File: src/rtl/scan_grader_pkg.sv
// Package for the multichannel scan grader: register map, field positions,
// reset values, timing counts and shared types.
// Assumes a 10 MHz APB clock; the long millisecond divider is a top parameter.
package scan_grader_pkg;
    localparam int DATA_W = 32;
    localparam int RES_W = 24;
    localparam int CH_W = 7;
    localparam int MS_W = 15;
    // Register byte offsets
    localparam logic [7:0] CTRL_OFS = 8'h00;
    localparam logic [7:0] DELAY_OFS = 8'h04;
    localparam logic [7:0] REF_OFS = 8'h08;
    localparam logic [7:0] UPPER_OFS = 8'h0C;
    localparam logic [7:0] LOWER_OFS = 8'h10;
    localparam logic [7:0] STATUS_OFS = 8'h14;
    localparam logic [7:0] RESULT_OFS = 8'h18;
    // Control and status fields
    localparam int CTRL_MODE_BIT = 0;
    localparam int CTRL_EDGE_BIT = 1;
    localparam int CTRL_START_BIT = 2;
    localparam int CTRL_CH_LSB = 8;
    localparam int STAT_CH_LSB = 8;
    localparam int STAT_GRADE_LSB = 16;
    // Reset values and legal ranges
    localparam logic [CH_W-1:0] CH_MIN = 7'h01;
    localparam logic [CH_W-1:0] CH_MAX = 7'h64;
    localparam logic [MS_W-1:0] DELAY_MIN_MS = 15'h0190;
    localparam logic [MS_W-1:0] DELAY_MAX_MS = 15'h7530;
    localparam logic [CH_W-1:0] CH_RESET = CH_MAX;
    localparam logic [MS_W-1:0] DELAY_RESET = DELAY_MIN_MS;
    // Timing and percent scale
    localparam int CLK_HZ = 10000000;
    localparam int MS_PER_S = 1000;
    localparam int CYCLES_PER_MS = CLK_HZ / MS_PER_S;
    localparam int PULSE_NS = 1000;
    localparam int CLK_PERIOD_NS = 100;
    localparam int PULSE_CYCLES = (PULSE_NS + CLK_PERIOD_NS - 1) / CLK_PERIOD_NS;
    localparam logic [3:0] PULSE_LAST = 4'(PULSE_CYCLES - 1);
    localparam logic [6:0] PCT_SCALE = 7'h64;

    typedef enum logic [1:0] {
        GRADE_NONE = 2'b00,
        GRADE_IN = 2'b01,
        GRADE_BELOW = 2'b10,
        GRADE_ABOVE = 2'b11
    } grade_t;

    // One per-channel output group as driven on the scan port
    typedef struct packed {
        logic relay;
        logic pass;
        logic below_limit_grade;
        logic above_limit_grade;
    } grade_group_t;

    typedef enum logic [2:0] {
        ST_IDLE = 3'b000,
        ST_DELAY = 3'b001,
        ST_MEASURE = 3'b010,
        ST_SETUP = 3'b011,
        ST_CLOCK = 3'b100,
        ST_HOLD = 3'b101,
        ST_STROBE = 3'b110
    } scan_state_t;
endpackage

File: src/rtl/multichannel_scan_grader.sv
// Multichannel scan grader: APB registers, scan sequencer, limit grading and
// the scan port (judgment group, clock pulse, completion strobe).
// Assumes trigger and measurement inputs are synchronous to pclk and that the
// external measurement front end answers every meas_start with one meas_valid.
//
// Behaviour
// - Scan channels in turn, up to 100, grading each result against the limits.
// - Channel count is programmable from 1 to 100.
// - Pause of 400 to 30000 ms before every channel measurement.
// - Scan starts on handler trigger pulse or local trigger key.
// - External trigger active edge is rising or falling by setting.
// - A trigger starts a whole scan, never a single measurement.
// - Between limits is in, below lower is below, above upper is above.
// - Absolute mode compares the measurement directly with absolute limits.
// - Percent mode compares (measured minus reference)/reference in percent.
// - Above-limit output is driven for an above grade.
// - Below-limit output is driven for a below grade.
// - Pass output is driven for an in-limit grade.
// - A relay line is part of every per-channel output group.
// - One clock pulse per output group, rising on the same edge as that group's lines.
// - One completion strobe pulse after the last group.
// - Results are presented per channel and stop when the scan ends.
`timescale 1ns/1ps
module multichannel_scan_grader #(
    parameter int MS_CYCLES = scan_grader_pkg::CYCLES_PER_MS
) (
    input wire logic pclk,
    input wire logic presetn,
    input wire logic psel,
    input wire logic penable,
    input wire logic pwrite,
    input wire logic [7:0] paddr,
    input wire logic [scan_grader_pkg::DATA_W-1:0] pwdata,
    output logic [scan_grader_pkg::DATA_W-1:0] prdata,
    output logic pready,
    output logic pslverr,
    input wire logic trigger_in,
    output logic meas_start,
    output logic [scan_grader_pkg::CH_W-1:0] meas_channel,
    input wire logic meas_valid,
    input wire logic [scan_grader_pkg::RES_W-1:0] meas_value,
    output scan_grader_pkg::grade_group_t scan_group,
    output logic scan_clock,
    output logic scan_complete_pulse
);
    import scan_grader_pkg::*;

    // Register state
    logic absolute_limit_mode_reg, absolute_limit_mode_next;
    logic rising_edge_sel_reg, rising_edge_sel_next;
    logic soft_start_reg, soft_start_next;
    logic [CH_W-1:0] ch_count_reg, ch_count_next;
    logic [MS_W-1:0] delay_ms_reg, delay_ms_next;
    logic [RES_W-1:0] ref_reg, ref_next;
    logic [RES_W-1:0] upper_reg, upper_next;
    logic [RES_W-1:0] lower_reg, lower_next;
    logic [DATA_W-1:0] prdata_reg, prdata_next;
    logic pready_reg, pready_next;
    logic pslverr_reg, pslverr_next;
    logic mapped;
    logic wr_en;

    // Sequencer state
    scan_state_t state_reg, state_next;
    logic [CH_W-1:0] chan_reg, chan_next;
    logic [MS_W-1:0] ms_left_reg, ms_left_next;
    logic [31:0] tick_cnt_reg, tick_cnt_next;
    logic [3:0] pulse_cnt_reg, pulse_cnt_next;
    logic trig_prev_reg;
    grade_t grade_reg, grade_next;
    logic [RES_W-1:0] result_reg, result_next;
    grade_group_t group_reg, group_next;
    logic clock_reg, clock_next;
    logic strobe_reg, strobe_next;
    logic meas_start_reg, meas_start_next;
    logic busy;
    logic ext_edge;
    grade_t grade_now;

    // Grading arithmetic
    logic signed [47:0] dev_scaled;
    logic signed [47:0] upper_scaled;
    logic signed [47:0] lower_scaled;

    assign busy = (state_reg != ST_IDLE);
    assign mapped = (paddr[1:0] == 2'b00) && (paddr <= RESULT_OFS);
    assign wr_en = psel && penable && pready_reg && pwrite && mapped;
    // Edge chosen by setting; a held level never restarts a scan
    assign ext_edge = rising_edge_sel_reg ? (trigger_in && !trig_prev_reg)
                                          : (!trigger_in && trig_prev_reg);

    // Percent mode avoids a divider: dev*100 against limit*ref, all signed
    always_comb begin
        dev_scaled = ($signed(48'(meas_value)) - $signed(48'(ref_reg))) * $signed(48'(PCT_SCALE));
        upper_scaled = 48'($signed(upper_reg)) * $signed(48'(ref_reg));
        lower_scaled = 48'($signed(lower_reg)) * $signed(48'(ref_reg));
        grade_now = GRADE_IN;
        if (absolute_limit_mode_reg) begin
            if (meas_value > upper_reg) begin
                grade_now = GRADE_ABOVE;
            end else if (meas_value < lower_reg) begin
                grade_now = GRADE_BELOW;
            end
        end else begin
            if (dev_scaled > upper_scaled) begin
                grade_now = GRADE_ABOVE;
            end else if (dev_scaled < lower_scaled) begin
                grade_now = GRADE_BELOW;
            end
        end
    end

    // APB slave: zero wait states, answer registered in the setup cycle
    always_comb begin
        absolute_limit_mode_next = absolute_limit_mode_reg;
        rising_edge_sel_next = rising_edge_sel_reg;
        soft_start_next = 1'b0;
        ch_count_next = ch_count_reg;
        delay_ms_next = delay_ms_reg;
        ref_next = ref_reg;
        upper_next = upper_reg;
        lower_next = lower_reg;
        prdata_next = prdata_reg;
        pready_next = psel && !penable;
        pslverr_next = psel && !penable && !mapped;
        if (psel && !penable) begin
            prdata_next = '0;
            if (!pwrite) begin
                case (paddr)
                    CTRL_OFS: begin
                        prdata_next[CTRL_MODE_BIT] = absolute_limit_mode_reg;
                        prdata_next[CTRL_EDGE_BIT] = rising_edge_sel_reg;
                        prdata_next[CTRL_CH_LSB +: CH_W] = ch_count_reg;
                    end
                    DELAY_OFS: prdata_next[MS_W-1:0] = delay_ms_reg;
                    REF_OFS: prdata_next[RES_W-1:0] = ref_reg;
                    UPPER_OFS: prdata_next[RES_W-1:0] = upper_reg;
                    LOWER_OFS: prdata_next[RES_W-1:0] = lower_reg;
                    STATUS_OFS: begin
                        prdata_next[0] = busy;
                        prdata_next[STAT_CH_LSB +: CH_W] = chan_reg;
                        prdata_next[STAT_GRADE_LSB +: 2] = grade_reg;
                    end
                    RESULT_OFS: prdata_next[RES_W-1:0] = result_reg;
                    default: prdata_next = '0;
                endcase
            end
        end
        // Settings change only between scans so a running scan stays coherent
        if (wr_en) begin
            case (paddr)
                CTRL_OFS: begin
                    soft_start_next = pwdata[CTRL_START_BIT];
                    if (!busy) begin
                        absolute_limit_mode_next = pwdata[CTRL_MODE_BIT];
                        rising_edge_sel_next = pwdata[CTRL_EDGE_BIT];
                        ch_count_next = pwdata[CTRL_CH_LSB +: CH_W];
                        if (pwdata[CTRL_CH_LSB +: CH_W] < CH_MIN) begin
                            ch_count_next = CH_MIN;
                        end else if (pwdata[CTRL_CH_LSB +: CH_W] > CH_MAX) begin
                            ch_count_next = CH_MAX;
                        end
                    end
                end
                DELAY_OFS: begin
                    if (!busy) begin
                        delay_ms_next = pwdata[MS_W-1:0];
                        if (pwdata[MS_W-1:0] < DELAY_MIN_MS) begin
                            delay_ms_next = DELAY_MIN_MS;
                        end else if (pwdata[MS_W-1:0] > DELAY_MAX_MS) begin
                            delay_ms_next = DELAY_MAX_MS;
                        end
                    end
                end
                REF_OFS: if (!busy) ref_next = pwdata[RES_W-1:0];
                UPPER_OFS: if (!busy) upper_next = pwdata[RES_W-1:0];
                LOWER_OFS: if (!busy) lower_next = pwdata[RES_W-1:0];
                default: ;
            endcase
        end
    end

    always_ff @(posedge pclk or negedge presetn) begin
        if (!presetn) begin
            absolute_limit_mode_reg <= 1'b1;
            rising_edge_sel_reg <= 1'b1;
            soft_start_reg <= 1'b0;
            ch_count_reg <= CH_RESET;
            delay_ms_reg <= DELAY_RESET;
            ref_reg <= '0;
            upper_reg <= '0;
            lower_reg <= '0;
            prdata_reg <= '0;
            pready_reg <= 1'b0;
            pslverr_reg <= 1'b0;
        end else begin
            absolute_limit_mode_reg <= absolute_limit_mode_next;
            rising_edge_sel_reg <= rising_edge_sel_next;
            soft_start_reg <= soft_start_next;
            ch_count_reg <= ch_count_next;
            delay_ms_reg <= delay_ms_next;
            ref_reg <= ref_next;
            upper_reg <= upper_next;
            lower_reg <= lower_next;
            prdata_reg <= prdata_next;
            pready_reg <= pready_next;
            pslverr_reg <= pslverr_next;
        end
    end

    // Scan sequencer
    always_comb begin
        state_next = state_reg;
        chan_next = chan_reg;
        ms_left_next = ms_left_reg;
        tick_cnt_next = tick_cnt_reg;
        pulse_cnt_next = pulse_cnt_reg;
        grade_next = grade_reg;
        result_next = result_reg;
        group_next = group_reg;
        clock_next = 1'b0;
        strobe_next = 1'b0;
        meas_start_next = 1'b0;
        case (state_reg)
            ST_IDLE: begin
                // Trigger opens a whole scan; busy states never look at it
                if (ext_edge || soft_start_reg) begin
                    state_next = ST_DELAY;
                    chan_next = CH_MIN;
                    ms_left_next = delay_ms_reg;
                    tick_cnt_next = '0;
                end
            end
            ST_DELAY: begin
                // Millisecond tick from a divider, then countdown of the pause
                if (tick_cnt_reg == 32'(MS_CYCLES - 1)) begin
                    tick_cnt_next = '0;
                    if (ms_left_reg == 15'h0001) begin
                        state_next = ST_MEASURE;
                        meas_start_next = 1'b1;
                    end else begin
                        ms_left_next = ms_left_reg - 15'h0001;
                    end
                end else begin
                    tick_cnt_next = tick_cnt_reg + 32'h00000001;
                end
            end
            ST_MEASURE: begin
                if (meas_valid) begin
                    grade_next = grade_now;
                    result_next = meas_value;
                    state_next = ST_SETUP;
                end
            end
            ST_SETUP: begin
                // Group lines change here, on the same edge as the clock rises
                group_next.relay = 1'b1;
                group_next.pass = (grade_reg == GRADE_IN);
                group_next.below_limit_grade = (grade_reg == GRADE_BELOW);
                group_next.above_limit_grade = (grade_reg == GRADE_ABOVE);
                state_next = ST_CLOCK;
                pulse_cnt_next = '0;
                clock_next = 1'b1;
            end
            ST_CLOCK: begin
                clock_next = 1'b1;
                if (pulse_cnt_reg == PULSE_LAST) begin
                    clock_next = 1'b0;
                    state_next = ST_HOLD;
                end else begin
                    pulse_cnt_next = pulse_cnt_reg + 4'h1;
                end
            end
            ST_HOLD: begin
                // Group holds past the falling clock edge until the next channel's setup or the end of the strobe
                if (chan_reg >= ch_count_reg) begin
                    state_next = ST_STROBE;
                    pulse_cnt_next = '0;
                    strobe_next = 1'b1;
                end else begin
                    chan_next = chan_reg + 7'h01;
                    ms_left_next = delay_ms_reg;
                    tick_cnt_next = '0;
                    state_next = ST_DELAY;
                end
            end
            ST_STROBE: begin
                strobe_next = 1'b1;
                if (pulse_cnt_reg == PULSE_LAST) begin
                    strobe_next = 1'b0;
                    group_next = '0;
                    state_next = ST_IDLE;
                end else begin
                    pulse_cnt_next = pulse_cnt_reg + 4'h1;
                end
            end
            default: state_next = ST_IDLE;
        endcase
    end

    always_ff @(posedge pclk or negedge presetn) begin
        if (!presetn) begin
            state_reg <= ST_IDLE;
            chan_reg <= '0;
            ms_left_reg <= '0;
            tick_cnt_reg <= '0;
            pulse_cnt_reg <= '0;
            trig_prev_reg <= 1'b0;
            grade_reg <= GRADE_NONE;
            result_reg <= '0;
            group_reg <= '0;
            clock_reg <= 1'b0;
            strobe_reg <= 1'b0;
            meas_start_reg <= 1'b0;
        end else begin
            state_reg <= state_next;
            chan_reg <= chan_next;
            ms_left_reg <= ms_left_next;
            tick_cnt_reg <= tick_cnt_next;
            pulse_cnt_reg <= pulse_cnt_next;
            trig_prev_reg <= trigger_in;
            grade_reg <= grade_next;
            result_reg <= result_next;
            group_reg <= group_next;
            clock_reg <= clock_next;
            strobe_reg <= strobe_next;
            meas_start_reg <= meas_start_next;
        end
    end

    // Outputs straight from flops
    assign prdata = prdata_reg;
    assign pready = pready_reg;
    assign pslverr = pslverr_reg;
    assign meas_start = meas_start_reg;
    assign meas_channel = chan_reg;
    assign scan_group = group_reg;
    assign scan_clock = clock_reg;
    assign scan_complete_pulse = strobe_reg;
endmodule

File: config.mk
export PLATFORM = sky130hd
export DESIGN_NAME = multichannel_scan_grader
export DESIGN_NICKNAME = d
export VERILOG_FILES = /design/src/rtl/scan_grader_pkg.sv /design/src/rtl/multichannel_scan_grader.sv
export SDC_FILE = /design/constraint.sdc
export NUM_CORES = 2
export LEC_CHECK = 0
export BUFFER_PORTS_ARGS = -buffer_cell sky130_fd_sc_hd__buf_2
export CAP_MARGIN = 20
export CORE_MARGIN = 10
export CORE_UTILIZATION = 60
export DETAILED_ROUTE_END_ITERATION = 10
export PLACE_DENSITY = 0.74
export SETUP_SLACK_MARGIN = 0.3
export SYNTH_ARGS = -nofsm -noshare
export SYNTH_HDL_FRONTEND = slang
export SYNTH_SLANG_ARGS = --single-unit
File: constraint.sdc
create_clock -name pclk -period 11 [get_ports pclk]
set_clock_uncertainty 0.05 [all_clocks]
set_input_delay 2.2 -clock pclk [delete_from_list [all_inputs] [get_ports pclk]]
set_output_delay 2.2 -clock pclk [all_outputs]
set_load 0.05 [all_outputs]
==> out/metrics.cfg <==
[critical_path]
cp_top_family=adder cells
startpoint_type=register
reg2reg_setup_slack_ns=0.57
crit_cells=29
rr_endpoint=grade_reg[0]
path_max_fanout=10
worst-path-buf-inv=4
slowest_stage=clkinv_1
required_ns=11.38
slowest_delay_ns=0.85
rr_startpoint=ref_reg[2]
end_kind=register
setup.worst_path.class=register to register
r2r_cells=29
crit_arrival_ns=10.81
cp_common_cell=fa_1

[placement]
port_buffers=102
hpwl_um=143000
place_inst=7390
gp_congestion=1.02
place_ws_ns=0.326
dpl_cell_area_mm2=0.0567

[pwr]
peakVddDrop_mv=0.121
p_leak_nw=29.1
pwr_density_cell_mw_per_mm2=75.6
finalPower_mw=4.36

[grt]
grt_pass1_wl_um=279000
grt_pass1_vias=47640
grtUsageTotal_pct=35.6
grt_max_degree=133
overflow=0
antenna_found_initial=12

[drt]
vias_per_cell=6.17
routedWlPerCell_um=24.4
vias=45913
drc=0
wirelength_um=181000
first_iter_violations=4953
drtPass1Iterations=10
postRouteAntennaNets=0

[flow_run]
drv_cap=0

[sta]
setup-tns-final_ns=0
rsz0062_at_grt=no
setup_viol=0
fin_ws_ns=0.569
finalHoldWorstSlack_ns=0.429
relSlewSlack_pct=24.2
tightest_slew_ns=1.14
slew_viol_final=0
hold_violations=0
fin_crit_ns=10.43
post-route-period-util_pct=94.8
clock.fmax_mhz=95.9

[die]
row_count=110
io_pins=119
coreArea_mm2=0.0901
design.die.area_mm2=0.103
die_x_um=322
initial_utilization_pct=60.5
die_h_um=322

[synth]
synthFlopType=dfrtp_1
ys_seq_elements=218
yosysTopAreaCell=fa_1
ys_warn_count=0
ys_types=90
synth_top_area_share_pct=36.3
syn-mean-instance-area_um2=8.74
syn_area_mm2=0.0546
synth_area_leaders=fa_1 (36%), ha_1 (15%), dfrtp_1 (9.6%), inv_1 (8.2%), nand2_1 (5.5%)
async_reset_ff_share_pct=100
synth-edff-count=0
yosysSeqAreaShare_pct=10.0
synthCells=6241

[layout]
final_cell_count_no_fill=7446
num-fill-cells=7503
final-seq-area_mm2=0.00547
drive_gt1_share_pct=6.70
multi_input_area_mm2=0.0434
fin_nets=7949
largest_register_ff_count=32
postLayoutCoreUtil_pct=64.1
fin_area_mm2=0.0577
areaGrowthSynthToFinish_pct=5.83

[clocking]
cts_buffers=26
cts_tree=built
clk_latency_ns=0.58
cts_root_buffer=clkbuf_16
ctsHtreeMaxLevel=1
clkTransAtPathRegs_ns=0.06
cts_buffer_depth=3
cts_sinks=218

[min_path]
min_to=prdata[5]
hold_depth=2
worstHoldStart=prdata[5]
hold_path.class=register to register

[run_status]
status=complete, no violations

[synthesized netlist by cell type (11+ instances only)]
| cell | instances |
|---|---|
| inv_1 | 1195 |
| fa_1 | 988 |
| nand2_1 | 802 |
| ha_1 | 644 |
| nor2_1 | 629 |
| clkbuf_1 | 256 |
| dfrtp_1 | 210 |
| a21oi_1 | 205 |
| o21ai_0 | 186 |
| a21o_1 | 103 |
| and2_1 | 91 |
| xnor2_1 | 84 |
| xor2_1 | 63 |
| mux2_1 | 62 |
| nand3_1 | 57 |
| nand4_1 | 51 |
| nor3_1 | 50 |
| mux2_2 | 43 |
| and3_1 | 35 |
| buf_1 | 34 |
| a211oi_1 | 26 |
| nand2b_1 | 25 |
| o21bai_1 | 24 |
| nor2b_1 | 21 |
| o211ai_1 | 21 |
| clkinv_1 | 18 |
| o21a_1 | 18 |
| or3_1 | 18 |
| a222oi_1 | 17 |
| o31ai_1 | 17 |
| a31oi_1 | 15 |
| nor4_1 | 15 |
| o22ai_1 | 13 |
| mux2i_1 | 11 |
[cell type report]
| type | instances | area share (%) |
|---|---|---|
| repair buffers | 280 | 3.34 |
| well taps | 1176 | 2.55 |
| inverters | 1218 | 7.97 |
| clock buffers | 38 | 1.31 |
| flip-flops and latches | 218 | 9.47 |
| multi-input cells | 4502 | 75.1 |
| clock inverters | 8 | 0.260 |
| diodes | 6 | 0.0260 |
[tightest hold or removal path, cell delays in order (launching register included)]
cell,delay (ns)
dfrtp_1,0.34
nand2_1,0.04
o21ai_0,0.06
[power by group]
part	leakage [nW]	switching [mW]	internal (mW)
sequential	2.90	0.141	0.925
clock	0.437	0.380	0.548
combinational	25.7	1.43	0.936
[worst max-delay path by stage]
stage | end | slack (ns) | start
final | grade_reg[0] | 0.57 | ref_reg[2]
after global routing | grade_reg[0] | 0.27 | ref_reg[20]
after CTS | grade_reg[0] | 0.57 | upper_reg[0]
after detailed placement | grade_reg[1] | 0.33 | meas_value[0]
after global placement | grade_reg[0] | 0.46 | meas_value[0]
after floorplan | grade_reg[0] | 1.42 | meas_value[0]
[logic make-up (layout without fill, tap and decap cells)]
logic type	Yosys count	in the layout	synth area share, %
compound gates	749	749	8.81
simple gates	1842	1842	14.5
flops	218	218	10.0
buf+inv	1528	1544	10.6
other cells	1	14	0.00687
mux	124	124	2.70
fa+ha+maj	1632	1632	51.0
xor+xnor	147	147	2.36
[placed cells by master, fill, tap and decap left out, drive strengths merged, types with 27 or more instances in the layout]
| master | synthesis | layout |
|---|---|---|
| a211oi | 27 | 27 |
| a21o | 104 | 104 |
| a21oi | 206 | 206 |
| and2 | 91 | 91 |
| and3 | 35 | 35 |
| buf | 53 | 280 |
| clkbuf | 257 | 38 |
| dfrtp | 210 | 210 |
| fa | 988 | 988 |
| ha | 644 | 644 |
| inv | 1200 | 1197 |
| mux2 | 105 | 105 |
| nand2 | 803 | 803 |
| nand3 | 57 | 57 |
| nand4 | 52 | 52 |
| nor2 | 629 | 629 |
| nor3 | 51 | 51 |
| o21ai | 192 | 192 |
| xnor2 | 84 | 84 |
| xor2 | 63 | 63 |
[routing by layer]
layer  routed length [um]  vias to the layer above  GRT usage, %
met5                   80                        -         0.241
met4                15300                       12          23.0
met3                25000                      850          12.5
met2                77000                     2860          53.8
met1                64100                    22681          42.9
li1                     -                    19510             -
[repair_timing]
action / 4_1_cts / 5_1_grt
setup endpoints to repair: 0 / 2
resized for setup: 0 / 12
hold buffers: 0 / 0
setup buffers: 0 / 2
Note: power is estimated with default switching activity, not from simulation.
